==> src/logic/uic_pkg.sv <==
`default_nettype none
package uic_pkg;
    // Register byte addresses on the APB bus
    localparam logic [7:0] ADDR_MASK = 8'h00;
    localparam logic [7:0] ADDR_STATUS = 8'h04;
    localparam logic [7:0] ADDR_BAUD_HI = 8'h08;
    localparam logic [7:0] ADDR_BAUD_LO = 8'h0C;
    localparam logic [7:0] ADDR_VECTOR = 8'h10;
    localparam logic [7:0] ADDR_IN_LEVEL = 8'h14;
    localparam logic [7:0] ADDR_IN_CHANGE = 8'h18;
    localparam logic [7:0] ADDR_OUT_SET = 8'h1C;
    localparam logic [7:0] ADDR_OUT_CLEAR = 8'h20;
    localparam logic [7:0] ADDR_MODE1 = 8'h24;
    localparam logic [7:0] ADDR_AUX = 8'h28;
    localparam logic [7:0] ADDR_TX_DATA = 8'h2C;
    localparam logic [7:0] ADDR_TX_CTRL = 8'h30;

    // Interrupt status and mask bit positions
    localparam int ISR_TRANSMITTER_READY_FLAG = 0;
    localparam int ISR_RECEIVER_READY_FLAG = 1;
    localparam int ISR_DB = 2;
    localparam int ISR_COS = 7;
    localparam logic [7:0] IMR_VALID = 8'h87;

    // Control field positions
    localparam int MR1_RF_BIT = 6;
    localparam int AUX_IEC_BIT = 0;
    localparam int CTRL_TXEN_BIT = 0;
    localparam int PORT_BIT = 0;
    localparam int IPCR_COS_BIT = 4;
    localparam int IPCR_CTS_BIT = 0;

    // Reset and fixed values
    localparam logic [7:0] VECTOR_RESET = 8'h0F;
    localparam logic [7:0] IPCR_FIXED = 8'h0E;
    localparam logic [15:0] BAUD_RESET = 16'h0002;
    localparam logic [31:0] WORD_ZERO = 32'h0000_0000;

    // Change-of-state filter time and its cycle count
    localparam int CLK_PERIOD_NS = 8;
    localparam int COS_FILTER_NS = 25000;
    localparam int COS_FILTER_CYC =
        (COS_FILTER_NS + CLK_PERIOD_NS - 1) / CLK_PERIOD_NS;
endpackage
`default_nettype wire

==> src/logic/uic_top.sv <==
// Added by the designer: the APB slave port and the placing of the registers.
`default_nettype none
module uic_top #(
    parameter int FILTER_CYC = uic_pkg::COS_FILTER_CYC
) (
    input wire logic clock,
    input wire logic rst_n,
    input wire logic psel,
    input wire logic penable,
    input wire logic pwrite,
    input wire logic [7:0] paddr,
    input wire logic [31:0] pwdata,
    output logic [31:0] prdata,
    output logic pready,
    output logic pslverr,
    input wire logic cts_pin,
    output logic rts_n,
    output logic irq,
    output logic [7:0] irq_vector,
    output logic [15:0] baud_preload,
    input wire logic rx_ready_in,
    input wire logic fifo_full_in,
    input wire logic delta_break_in,
    input wire logic tx_shift_take,
    output logic tx_char_valid,
    output logic [7:0] tx_char
);
    logic [7:0] mask;
    logic [7:0] isr;
    logic [7:0] mode1;
    logic [7:0] aux;
    logic [7:0] ctrl;
    logic ipcr_cos;
    logic rts_bit;
    logic tx_ready;
    logic cts_level;
    logic cos_pulse;

    // Address match, shared by every decode below
    function automatic logic hit(input logic [7:0] a, input logic [7:0] r);
        hit = a == r;
    endfunction

    // Bus phases: data is set up in the setup cycle, effects at access end
    wire setup = psel && !penable;
    wire acc = psel && penable && pready;
    wire wr = acc && pwrite;
    wire rd = acc && !pwrite;

    // Register decode
    wire hit_mask = hit(paddr, uic_pkg::ADDR_MASK);
    wire hit_isr = hit(paddr, uic_pkg::ADDR_STATUS);
    wire hit_bhi = hit(paddr, uic_pkg::ADDR_BAUD_HI);
    wire hit_blo = hit(paddr, uic_pkg::ADDR_BAUD_LO);
    wire hit_vec = hit(paddr, uic_pkg::ADDR_VECTOR);
    wire hit_uip = hit(paddr, uic_pkg::ADDR_IN_LEVEL);
    wire hit_ipcr = hit(paddr, uic_pkg::ADDR_IN_CHANGE);
    wire hit_set = hit(paddr, uic_pkg::ADDR_OUT_SET);
    wire hit_clr = hit(paddr, uic_pkg::ADDR_OUT_CLEAR);
    wire hit_mr1 = hit(paddr, uic_pkg::ADDR_MODE1);
    wire hit_aux = hit(paddr, uic_pkg::ADDR_AUX);
    wire hit_txd = hit(paddr, uic_pkg::ADDR_TX_DATA);
    wire hit_ctl = hit(paddr, uic_pkg::ADDR_TX_CTRL);
    wire mapped = hit_mask || hit_isr || hit_bhi || hit_blo || hit_vec ||
        hit_uip || hit_ipcr || hit_set || hit_clr || hit_mr1 ||
        hit_aux || hit_txd || hit_ctl;

    // Write strobes and the input change read strobe
    wire wr_mask = wr && hit_mask;
    wire wr_set = wr && hit_set && pwdata[uic_pkg::PORT_BIT];
    wire wr_clr = wr && hit_clr && pwdata[uic_pkg::PORT_BIT];
    wire wr_txd = wr && hit_txd;
    wire rd_ipcr = rd && hit_ipcr;

    // Clear-to-send input with change filter
    uic_cts_in #(
        .FILTER_CYC(FILTER_CYC)
    ) u_cts (
        .clock(clock),
        .rst_n(rst_n),
        .cts_pin(cts_pin),
        .cts_level(cts_level),
        .cos_pulse(cos_pulse)
    );

    // Transmit holding register and its ready flag
    uic_tx_hold u_tx (
        .clock(clock),
        .rst_n(rst_n),
        .tx_enable(ctrl[uic_pkg::CTRL_TXEN_BIT]),
        .wr_stb(wr_txd),
        .wr_data(pwdata[7:0]),
        .shift_take(tx_shift_take),
        .tx_ready(tx_ready),
        .char_valid(tx_char_valid),
        .char_data(tx_char)
    );

    // Change flag: a new change wins over a clearing read
    wire next_ipcr_cos = cos_pulse || (ipcr_cos && !rd_ipcr);

    // Next interrupt flags, always shown unmasked on read
    wire rx_src = mode1[uic_pkg::MR1_RF_BIT] ? fifo_full_in
        : rx_ready_in;
    wire cos_src = next_ipcr_cos && aux[uic_pkg::AUX_IEC_BIT];
    wire [7:0] next_isr = {cos_src, 4'h0, delta_break_in, rx_src,
        tx_ready};
    wire [7:0] next_mask = wr_mask ? (pwdata[7:0] & uic_pkg::IMR_VALID)
        : mask;
    wire next_irq = |(next_isr & next_mask);

    // Output port bit: set and clear come through separate addresses
    wire next_rts = (rts_bit || wr_set) && !wr_clr;

    // Input change register image
    wire [7:0] ipcr_word = uic_pkg::IPCR_FIXED |
        (8'(ipcr_cos) << uic_pkg::IPCR_COS_BIT) |
        (8'(cts_level) << uic_pkg::IPCR_CTS_BIT);
    wire [7:0] uip_word = 8'(cts_level) << uic_pkg::IPCR_CTS_BIT;

    // Read selection; write-only locations read back as zero
    wire [7:0] rd_byte =
        hit_mask ? mask :
        hit_isr ? isr :
        hit_vec ? irq_vector :
        hit_uip ? uip_word :
        hit_ipcr ? ipcr_word :
        hit_mr1 ? mode1 :
        hit_aux ? aux :
        hit_ctl ? ctrl : 8'h00;
    wire [31:0] rd_word = {24'h00_0000, rd_byte};

    // Bus answer: one wait-free access cycle after setup
    always_ff @(posedge clock)
    begin
        if (!rst_n)
        begin
            pready <= 1'b0;
            pslverr <= 1'b0;
            prdata <= uic_pkg::WORD_ZERO;
        end
        else
        begin
            pready <= setup;
            pslverr <= setup && !mapped;
            // Data captured in setup, so input level is latched at the read
            prdata <= (setup && !pwrite) ? rd_word : prdata;
        end
    end

    // Software-written configuration
    always_ff @(posedge clock)
    begin
        if (!rst_n)
        begin
            mask <= 8'h00;
            mode1 <= 8'h00;
            aux <= 8'h00;
            ctrl <= 8'h00;
            irq_vector <= uic_pkg::VECTOR_RESET;
        end
        else
        begin
            mask <= next_mask;
            mode1 <= (wr && hit_mr1) ? pwdata[7:0] : mode1;
            aux <= (wr && hit_aux) ? pwdata[7:0] : aux;
            ctrl <= (wr && hit_ctl) ? pwdata[7:0] : ctrl;
            irq_vector <= (wr && hit_vec) ? pwdata[7:0] : irq_vector;
        end
    end

    // Baud preload halves; the minimum of two is left to software
    always_ff @(posedge clock)
    begin
        if (!rst_n)
            baud_preload <= uic_pkg::BAUD_RESET;
        else
        begin
            if (wr && hit_bhi)
                baud_preload[15:8] <= pwdata[7:0];
            if (wr && hit_blo)
                baud_preload[7:0] <= pwdata[7:0];
        end
    end

    // Flags and interrupt move on the same edge, so they never disagree
    always_ff @(posedge clock)
    begin
        if (!rst_n)
        begin
            isr <= 8'h00;
            irq <= 1'b0;
            ipcr_cos <= 1'b0;
        end
        else
        begin
            isr <= next_isr;
            irq <= next_irq;
            ipcr_cos <= next_ipcr_cos;
        end
    end

    // Request-to-send: bit high drives the active-low pin low
    always_ff @(posedge clock)
    begin
        if (!rst_n)
        begin
            rts_bit <= 1'b0;
            rts_n <= 1'b1;
        end
        else
        begin
            rts_bit <= next_rts;
            rts_n <= !next_rts;
        end
    end
endmodule
`default_nettype wire

==> src/logic/uic_cts_in.sv <==
`default_nettype none
module uic_cts_in #(
    parameter int FILTER_CYC = uic_pkg::COS_FILTER_CYC
) (
    input wire logic clock,
    input wire logic rst_n,
    input wire logic cts_pin,
    output logic cts_level,
    output logic cos_pulse
);
    logic sync1;
    logic sync2;
    logic [11:0] stable_cnt;
    wire differ = sync2 != cts_level;
    wire done = stable_cnt == 12'(FILTER_CYC - 1);

    // Two stages before any logic reads the pin
    always_ff @(posedge clock)
    begin
        sync1 <= rst_n ? cts_pin : 1'b1;
        sync2 <= rst_n ? sync1 : 1'b1;
    end

    // Only a level held for the whole filter time counts as a change
    always_ff @(posedge clock)
    begin
        if (!rst_n)
        begin
            stable_cnt <= 12'h000;
            cts_level <= 1'b1;
            cos_pulse <= 1'b0;
        end
        else
        begin
            stable_cnt <= (differ && !done) ? stable_cnt + 12'h001 : 12'h000;
            cts_level <= (differ && done) ? sync2 : cts_level;
            cos_pulse <= differ && done;
        end
    end
endmodule
`default_nettype wire

==> src/logic/uic_tx_hold.sv <==
`default_nettype none
module uic_tx_hold (
    input wire logic clock,
    input wire logic rst_n,
    input wire logic tx_enable,
    input wire logic wr_stb,
    input wire logic [7:0] wr_data,
    input wire logic shift_take,
    output logic tx_ready,
    output logic char_valid,
    output logic [7:0] char_data
);
    // A write counts only while ready and enabled
    wire accept = wr_stb && tx_ready && tx_enable;
    wire taken = shift_take && char_valid;
    logic en_q;

    // Holding register and ready flag
    always_ff @(posedge clock)
    begin
        if (!rst_n)
        begin
            en_q <= 1'b0;
            tx_ready <= 1'b0;
            char_valid <= 1'b0;
            char_data <= 8'h00;
        end
        else
        begin
            en_q <= tx_enable;
            char_data <= accept ? wr_data : char_data;
            char_valid <= accept || (char_valid && !taken);
            if (!tx_enable)
                tx_ready <= 1'b0;
            else if (accept)
                tx_ready <= 1'b0;
            else if (taken || !en_q)
                tx_ready <= 1'b1;
        end
    end
endmodule
`default_nettype wire

==> config.mk <==
export PLATFORM = sky130hd
export DESIGN_NAME = uic_top
export DESIGN_NICKNAME = d
export VERILOG_FILES = /design/src/logic/uic_pkg.sv /design/src/logic/uic_top.sv /design/src/logic/uic_cts_in.sv /design/src/logic/uic_tx_hold.sv
export SDC_FILE = /design/constraint.sdc
export NUM_CORES = 1
export LEC_CHECK = 0
export BUFFER_PORTS_ARGS = -buffer_cell sky130_fd_sc_hd__buf_2
export CAP_MARGIN = 20
export CORE_MARGIN = 5
export CORE_UTILIZATION = 53
export CTS_CLUSTER_SIZE = 20
export DETAILED_ROUTE_END_ITERATION = 16
export MAX_ROUTING_LAYER = met4
export PLACE_DENSITY = 0.8
export SLEW_MARGIN = 0
export SYNTH_ARGS = -nofsm -noshare
export SYNTH_HDL_FRONTEND = slang
export SYNTH_SLANG_ARGS = --single-unit
==> constraint.sdc <==
create_clock -name clock -period 2.66 [get_ports clock]
set_input_delay 0.665 -clock clock [delete_from_list [all_inputs] [get_ports clock]]
set_output_delay 0.665 -clock clock [all_outputs]
set_load 0.005 [all_outputs]
==> impl_metrics.env, run 1 <==
export IMPL_gp_congestion=0.9645
export IMPL_vias_per_cell=5.526
export IMPL_cts_hold_buf=0
export IMPL_post_cts_resized=0
export IMPL_final_setup_tns_ns=0
export IMPL_critPathMaxStageDelay_ns=0.48
export IMPL_synth_seq_area_share_pct=42.43
export IMPL_start_kind="input port"
export IMPL_design_core_area_mm2=0.008551
export IMPL_clock_sinks=97
export IMPL_ys_flop_type="dfxtp_1"
export IMPL_synth_common_cells="97 x dfxtp_1, 63 x nand2_1, 42 x nand3_1, 42 x nor2b_1, 41 x mux2i_1"
export IMPL_total_power_uw=2590
export IMPL_syn_to_final_growth_pct=14.11
export IMPL_grt_max_degree=32
export IMPL_ys_warnings_count=0
export IMPL_cp_required_ns=2.88
export IMPL_syn_instance_count=515
export IMPL_clk_pin_slew_ns=0.09
export IMPL_cts_buffers=9
export IMPL_num_rows=34
export IMPL_die_area_mm2=0.01059
export IMPL_drtIter0Drc=218
export IMPL_min_from="u_cts.sync1"
export IMPL_yosysTopAreaCell="dfxtp_1"
export IMPL_cts_max_level=3
export IMPL_port_buffers=70
export IMPL_cp_max_fo=9
export IMPL_syn_avg_cell_area_um2=8.887
export IMPL_syn_area_mm2=0.004577
export IMPL_clk_latency_ns=0.36
export IMPL_cts_root_buf="clkbuf_8"
export IMPL_p_leak_uw=0.002163
export IMPL_crit_arrival_ns=2.27
export IMPL_layout_drive_gt1_share_pct=20.60
export IMPL_antenna_found_initial=0
export IMPL_finalClockSkew_ns=0.01324
export IMPL_rsz0062_at_grt="false"
export IMPL_cts_setup_buffers=0
export IMPL_layout_nets=645
export IMPL_worst_slew_pin_slew_ns=0.5108
export IMPL_end_kind="flip-flop"
export IMPL_power_density_mw_per_mm2=495.9
export IMPL_drt_wl_total_um=12400
export IMPL_crit_chain="buf_2 > buf_4 > or4_4 > nor2_2 > nand2_1 > nand2_1 > nand3_1"
export IMPL_min_path_type="reg -> reg"
export IMPL_drv_cap=0
export IMPL_cts_tree="done"
export IMPL_ant_nets=0
export IMPL_num_vias=3896
export IMPL_critPathSlowestCell="or4_4"
export IMPL_synth_area_top_cells="dfxtp_1 42%, mux2i_1 9.0%, nor2b_1 5.7%, nand2_1 5.2%, nand3_1 4.6%"
export IMPL_wl_per_cell_um=17.59
export IMPL_grt_use_total_pct=24.70
export IMPL_die_x_um=102.9
export IMPL_relSlewSlack_pct=65.82
export IMPL_hold_viol=0
export IMPL_status="completed"
export IMPL_utilization_pct=61.08
export IMPL_fin_crit_sh_pct=77.16
export IMPL_r2r_start="pready"
export IMPL_grt_pass1_wl_um=19390
export IMPL_crit_top_cell="nand2_1"
export IMPL_final_max_slew_viol_count=0
export IMPL_firstDrtPassIters=5
export IMPL_hpwl_um=9310
export IMPL_min_period_ns=2.052
export IMPL_clockBufferDepth=2
export IMPL_drc=0
export IMPL_max_freq_mhz=487.2
export IMPL_overflow=0
export IMPL_peakVddDrop_uv=280.3
export IMPL_crit_type="in -> reg"
export IMPL_start_util_pct=53.53
export IMPL_diodes=0
export IMPL_yosys_register_bits=97
export IMPL_crit_start="paddr[3]"
export IMPL_ys_async_sr_fraction_pct=0
export IMPL_netlist_cell_type_count=56
export IMPL_finalSetupViolCount=0
export IMPL_first_global_vias=3755
export IMPL_io_pin_count=119
export IMPL_synth_edf_count=0
export IMPL_die_h_um=102.9
export IMPL_yosysMostFrequentCell="dfxtp_1"
export IMPL_synth_top_area_share_pct=42.43
## routing by layer
| metal | track usage (%) | share of wire, % | vias up |
|---|---|---|---|
| li1 | - | - | 1886 |
| met1 | 30.00 | 42 | 1839 |
| met2 | 41.00 | 48 | 148 |
| met3 | 5.007 | 7.5 | 23 |
| met4 | 8.167 | 2.7 | 0 |
| met5 | - | 0 | - |
## registers in the layout, summed over array words and instances (netlist names), 4 cells and up
register	flops
aux	8
baud_preload	16
ctrl	8
irq_vector	8
isr	4
mask	4
mode1	8
prdata	8
u_cts.stable_cnt	12
u_tx.char_data	8
## final cells by class
type | count | area (um2)
Tap cell | 108 | 135.1
Clock buffer | 11 | 131.4
Fill cell | 781 | 3328
Inverter | 8 | 30.03
Multi-Input combinational cell | 380 | 2377
Sequential cell | 97 | 1942
Clock inverter | 4 | 53.80
Timing Repair Buffer | 97 | 553.0
## cell usage in the layout (no fill, tap or decap), drive strengths merged, types with 3 or more instances in the layout
master and n:
dfxtp 97, xor2 6, a21boi 21, a22o 4
or2 4, a31oi 3, and3 4, nor2 27
o21a 3, o21ai 10, conb 24, inv 9
nand2b 7, and2 3, nand3b 4, a21oi 8
nand2 63, nand4 5, nor3 9, nor2b 42
nor4 5, nand3 42, xnor2 5, a22oi 4
o211ai 5, buf 97, clkbuf 11, mux2i 41
## cells by family after synthesis
| group | count (synthesis) | synth area share (%) |
|---|---|---|
| adder cells (fa/ha/maj) | 2 | 0.5467 |
| other | 1 | 0.08193 |
| AO/OA/AOI/OAI | 73 | 11.37 |
| buffers and inverters | 61 | 7.518 |
| flip-flops | 97 | 42.43 |
| multiplexers | 42 | 9.213 |
| XOR/XNOR | 11 | 2.105 |
| AND/OR/NAND/NOR | 228 | 26.74 |
## critical path: cells and delay by family
kind          cells  cell delay (ns)
simple gates      5             1.29
buf+inv           2             0.32
## worst paths after layout
check                           end  slack, ns  cells after the start
setup / recovery      irq_vector[3]       0.61                      7
hold / removal          u_cts.sync2       0.43                      1
setup reg to reg  u_tx.char_data[6]       0.83                      6
hold reg to reg         u_cts.sync2       0.43                      1
## per-stage QoR
step / std cells / instance area [um2] / worst slack [ns] / hold WS [ns]
CTS: 705 / 5223 / 0.6281 / 0.4336
global placement: 690 / 5037 / 0.2562 / 0.3936
detailed placement: 690 / 5037 / 0.2417 / 0.4072
floorplan: 538 / 4663 / 0.4913 / 0.3863
finish: 705 / 5223 / 0.6075 / 0.4292
global route: 705 / 5223 / 0.5536 / 0.4521
## report_power, final
part	total, uW	switching, uW	internal [uW]	leakage, uW
sequential	1460	3.46	1460	0.000783
combinational	188	122	65.9	0.00129
clock	941	506	434	0.0000860
total	2590	632	1960	0.00216
Note: power is estimated with default switching activity, not from simulation.
==> inputs of run 2 (changes only) <==
CORE_UTILIZATION = 48   (was 53)
PLACE_DENSITY = 0.76   (was 0.8)
clock period = 1.7 ns   (was 2.66 ns; I/O delays follow)
==> run 2 against run 1 <==
Against the previous run: the flow now finishes with violations (negative setup slack); routed wire length up 5.6%; critical path type unchanged; total power up 56%; hold slack worse by 0.19 ns; clock power up 50%; sequential power up 57%; cell count up 9.8%; largest power group unchanged; combinational power up 87%; global-route usage down 0.66 points; die area up 9.4%; via count up 4.7%; cell area up 9.1%; first-iteration DRC count up 11%.
==> impl_metrics.env, run 2 (same netlist as run 1, synthesis figures left out) <==
export IMPL_firstDrtPassIters=4
export IMPL_postLayoutSetupSlackWorst_ns=-0.03462
export IMPL_final_cell_area_mm2=0.005697
export IMPL_rsz0062_at_grt="true"
export IMPL_pre_cts_slack_ns=-0.3831
export IMPL_crit_buf_inv=1
export IMPL_p_leak_uw=0.002428
export IMPL_cts_root_buf="clkbuf_8"
export IMPL_whs_ns=0.2425
export IMPL_num_rows=35
export IMPL_violations="negative setup slack"
export IMPL_layout_common_cells="96 x dfxtp_1, 70 x buf_2, 70 x buf_4"
export IMPL_fin_crit_sh_pct=102.0
export IMPL_peakVddDrop_uv=472.1
export IMPL_clk_pin_slew_ns=0.10
export IMPL_finalSetupViolCount=1
export IMPL_clk_latency_ns=0.36
export IMPL_num_vias=4081
export IMPL_drc=0
export IMPL_antenna_found_initial=0
export IMPL_layout_drive_gt1_share_pct=28.99
export IMPL_cp_required_ns=1.94
export IMPL_min_period_ns=1.735
export IMPL_drtIter0Drc=241
export IMPL_port_buffers=70
export IMPL_critPathMaxStageDelay_ns=0.55
export IMPL_syn_to_final_growth_pct=24.47
export IMPL_cts_tree="done"
export IMPL_start_kind="input port"
export IMPL_gp_congestion=1.025
export IMPL_r2r_slack_ns=0.03
export IMPL_layout_commonest_cell="dfxtp_1"
export IMPL_critPathSlowestCell="or4_4"
export IMPL_clockBufferDepth=2
export IMPL_min_path_type="in -> reg"
export IMPL_hpwl_um=9796
export IMPL_crit_type="in -> reg"
export IMPL_grt_use_total_pct=24.04
export IMPL_finalNonFillerCells=774
export IMPL_grt_max_degree=41
export IMPL_cp_max_fo=7
export IMPL_crit_arrival_ns=1.98
export IMPL_grt_pass1_wl_um=21270
export IMPL_design_core_area_mm2=0.009284
export IMPL_cp_top_family="simple AND/OR/NAND/NOR gates"
export IMPL_die_x_um=107.7
export IMPL_final_max_slew_viol_count=0
export IMPL_vias_per_cell=5.273
export IMPL_reg_top3="baud_preload x16, u_cts.stable_cnt x12"
export IMPL_diodes=0
export IMPL_hold_viol=0
export IMPL_power_density_mw_per_mm2=710.0
export IMPL_layout_nets=692
export IMPL_start_util_pct=49.30
export IMPL_io_pin_count=119
export IMPL_cts_buffers=9
export IMPL_fillers=853
export IMPL_end_kind="flip-flop"
export IMPL_top_register="baud_preload"
export IMPL_clock_sinks=97
export IMPL_finalClockSkew_ns=0.009338
export IMPL_dpl_cell_count=756
export IMPL_max_freq_mhz=576.5
export IMPL_drv_cap=0
export IMPL_wl_per_cell_um=16.93
export IMPL_first_global_vias=4043
export IMPL_status="complete, but fails checks"
export IMPL_total_power_uw=4045
export IMPL_drt_wl_total_um=13100
export IMPL_largest_reg_flops=16
export IMPL_post_dp_cell_area_mm2=0.005469
export IMPL_cts_max_level=3
export IMPL_die_area_mm2=0.01159
export IMPL_ant_nets=0
export IMPL_overflow=0
export IMPL_crit_chain="buf_2 > or4_4 > nor3_4 > mux2i_1 > nand3b_1 > o2111ai_2"
export IMPL_die_h_um=107.7
## run 2: cell count changes in the layout (fill, tap and decap cells not counted), sizes merged
cell    change
inv         +1
buf        +47
bufinv      -1
clkinv      +1
## run 2: what timing repair did
| item | in CTS | in global routing |
|---|---|---|
| buffers inserted | 0 | 2 |
| hold buffers | 0 | 0 |
| setup endpoints to repair | 8 | 32 |
| resized for setup | 1 | 8 |
| pin swaps | 0 | 6 |
## run 2: area by class of cell
| type | instances | area [um2] | share of cell area, % |
|---|---|---|---|
| clock inverters | 5 | 37.54 | 0.6589 |
| inverters | 8 | 30.03 | 0.5271 |
| flip-flops and latches | 97 | 1943 | 34.11 |
| clock buffers | 11 | 141.4 | 2.482 |
| well taps | 129 | 161.4 | 2.833 |
| multi-input cells | 380 | 2436 | 42.76 |
| repair buffers | 144 | 947.2 | 16.63 |
## run 2: path summary, 6_finish.rpt
check / cells past startpoint / end / startpoint
worst min-delay path: 2 / u_cts.sync1 / cts_pin
worst min register to register: 1 / u_cts.sync2 / u_cts.sync1
worst max-delay path: 6 / irq / paddr[0]
worst max register to register: 6 / irq / pready
## run 2: power by group
group	switching [uW]	internal (uW)	total, uW
logic	205	147	352
clock network	824	582	1410
registers	5.66	2280	2290
## run 2: per-stage QoR
| step | util (%) | TNS [ns] |
|---|---|---|
| 4_1_cts | 60.89 | -0.002531 |
| 3_3_place_gp | 58.91 | -17.87 |
| 3_5_place_dp | 58.91 | -18.01 |
| 6_report | 61.36 | -0.03462 |
| 5_1_grt | 61.36 | -0.1809 |
| 2_1_floorplan | - | -4.481 |
## run 2: layer usage
| metal | up-vias | part of all wire (%) | GRT usage, % |
|---|---|---|---|
| li1 | 1975 | - | - |
| met1 | 1926 | 45 | 32.51 |
| met2 | 161 | 46 | 37.70 |
| met3 | 19 | 7.2 | 3.659 |
| met4 | 0 | 1.9 | 6.402 |
| met5 | - | 0 | - |
==> inputs of run 3 (changes only) <==
CORE_UTILIZATION = 53   (was 48)
PLACE_DENSITY = 0.8   (was 0.76)
RECOVER_POWER = 25   (was unset)
SLEW_MARGIN = 20   (was 0)
clock period = 1.8 ns   (was 1.7 ns; I/O delays follow)
==> run 3 against run 2 <==
Against the previous run: the flow now finishes without violations; clock power rose by 7%; via count decreased by 0.44%; sequential share of layout area rose by 1.0 points; clock skew rose by 0.0057 ns; utilization increased by 3.3 points; total power shrank 1.6%; largest power group unchanged.
==> impl_metrics.env, run 3 (same netlist as run 1, synthesis figures left out) <==
export IMPL_crit_start="paddr[1]"
export IMPL_min_path_type="in -> reg"
export IMPL_status="completed"
export IMPL_hpwl_um=9227
export IMPL_crit_arrival_ns=1.97
export IMPL_firstDrtPassIters=5
export IMPL_wl_per_cell_um=16.48
export IMPL_fillers=735
export IMPL_hold_viol=0
export IMPL_grt_max_degree=49
export IMPL_r2r_start="pready"
export IMPL_die_x_um=102.9
export IMPL_design_core_area_mm2=0.008551
export IMPL_p_leak_uw=0.002274
export IMPL_vias_per_cell=5.498
export IMPL_top_register="baud_preload"
export IMPL_utilization_pct=64.66
export IMPL_syn_to_final_growth_pct=20.80
export IMPL_r2r_end="u_tx.char_data[0]"
export IMPL_finalClockSkew_ns=0.01500
export IMPL_crit_type="in -> reg"
export IMPL_end_kind="flip-flop"
export IMPL_power_density_mw_per_mm2=719.9
export IMPL_peakVddDrop_uv=454.0
export IMPL_dpl_cell_count=723
export IMPL_cts_buffers=9
export IMPL_overflow=0
export IMPL_post_dp_cell_area_mm2=0.005335
export IMPL_diodes=0
export IMPL_layout_common_cells="97 x dfxtp_1, 63 x nand2_1, 53 x buf_4"
export IMPL_io_pin_count=119
export IMPL_cts_max_level=3
export IMPL_max_freq_mhz=583.9
export IMPL_layout_nets=678
export IMPL_clock_sinks=97
export IMPL_first_global_vias=3809
export IMPL_ant_nets=0
export IMPL_start_util_pct=53.53
export IMPL_reg_top3="baud_preload x16, u_cts.stable_cnt x12"
export IMPL_crit_end="irq"
export IMPL_die_h_um=102.9
export IMPL_finalNonFillerCells=739
export IMPL_cts_setup_buffers=0
export IMPL_final_max_slew_viol_count=0
export IMPL_largest_reg_flops=16
export IMPL_clk_pin_slew_ns=0.11
export IMPL_cts_root_buf="clkbuf_8"
export IMPL_die_area_mm2=0.01059
export IMPL_num_rows=34
export IMPL_cp_required_ns=2.05
export IMPL_cts_tree="done"
export IMPL_drc=0
export IMPL_min_period_ns=1.713
export IMPL_finalSetupViolCount=0
export IMPL_r2r_slack_ns=0.10
export IMPL_clk_latency_ns=0.37
export IMPL_worst_slew_pin_slew_ns=0.7573
export IMPL_ff2ff_path_depth=7
export IMPL_layout_commonest_cell="dfxtp_1"
export IMPL_port_buffers=70
export IMPL_antenna_found_initial=0
export IMPL_grt_use_total_pct=24.20
export IMPL_cp_max_fo=6
export IMPL_total_power_uw=3980
export IMPL_drt_wl_total_um=12180
export IMPL_num_vias=4063
export IMPL_relSlewSlack_pct=49.51
export IMPL_start_kind="input port"
export IMPL_grt_pass1_wl_um=19340
export IMPL_drtIter0Drc=293
export IMPL_final_cell_area_mm2=0.005529
export IMPL_rsz0062_at_grt="false"
export IMPL_fin_crit_sh_pct=95.15
export IMPL_drv_cap=0
export IMPL_layout_drive_gt1_share_pct=22.35
export IMPL_gp_congestion=1.003
export IMPL_whs_ns=0.2604
export IMPL_clockBufferDepth=2
==> run 3: worst max-delay path, cell delays in order <==
cell       delay [ns]
buf_2            0.14
or4_4            0.57
nor3_4           0.31
mux2i_1          0.25
nand3b_1         0.13
o2111ai_1        0.12
==> run 3: metal layers <==
metal / GRT usage [%] / up-vias / share of wire, %
li1: - / 1961 / -
met1: 30.65 / 1934 / 43
met2: 39.12 / 150 / 48
met3: 4.601 / 18 / 6.6
met4: 7.570 / 0 / 1.8
met5: - / - / 0
==> run 3: worst min path at each step <==
stage | start | to | slack [ns] | cells after the start
global placement | u_cts.sync1 | u_cts.sync2 | 0.39 | 1
floorplan | u_cts.sync1 | u_cts.sync2 | 0.39 | 1
CTS | cts_pin | u_cts.sync1 | 0.25 | 2
global route | cts_pin | u_cts.sync1 | 0.24 | 2
detailed placement | u_cts.sync1 | u_cts.sync2 | 0.41 | 1
finish | cts_pin | u_cts.sync1 | 0.26 | 2
==> run 3: layout make-up <==
cell class	count	area, um2	area share [%]
Clock inverter	7	87.58	1.584
Tap cell	108	135.1	2.444
Timing Repair Buffer	130	819.5	14.82
Inverter	8	30.03	0.5431
Clock buffer	9	123.9	2.240
Multi-Input combinational cell	380	2391	43.25
Sequential cell	97	1942	35.12
==> run 3: what timing repair did <==
| action | CTS | global route |
|---|---|---|
| gates resized for setup | 0 | 2 |
| setup endpoints to repair | 0 | 5 |
| hold endpoints to repair | 0 | 0 |
| hold buffers | 0 | 0 |
==> run 3: per-stage QoR <==
| stage | TNS (ns) | setup slack, ns |
|---|---|---|
| after global placement | -10.00 | -0.2619 |
| final | 0 | 0.08730 |
| after detailed placement | -11.45 | -0.3087 |
| after CTS | 0 | 0.07891 |
| after global routing | 0 | 0.004079 |
| after floorplan | -1.425 | -0.1400 |
==> run 3: power breakdown <==
| part | switching (uW) | leakage, uW | total, uW | internal [uW] |
|---|---|---|---|---|
| registers | 5.22 | 0.000783 | 2160 | 2150 |
| logic | 182 | 0.00139 | 309 | 127 |
| clock network | 837 | 0.000101 | 1510 | 674 |
| total | 1020 | 0.00227 | 3980 | 2960 |
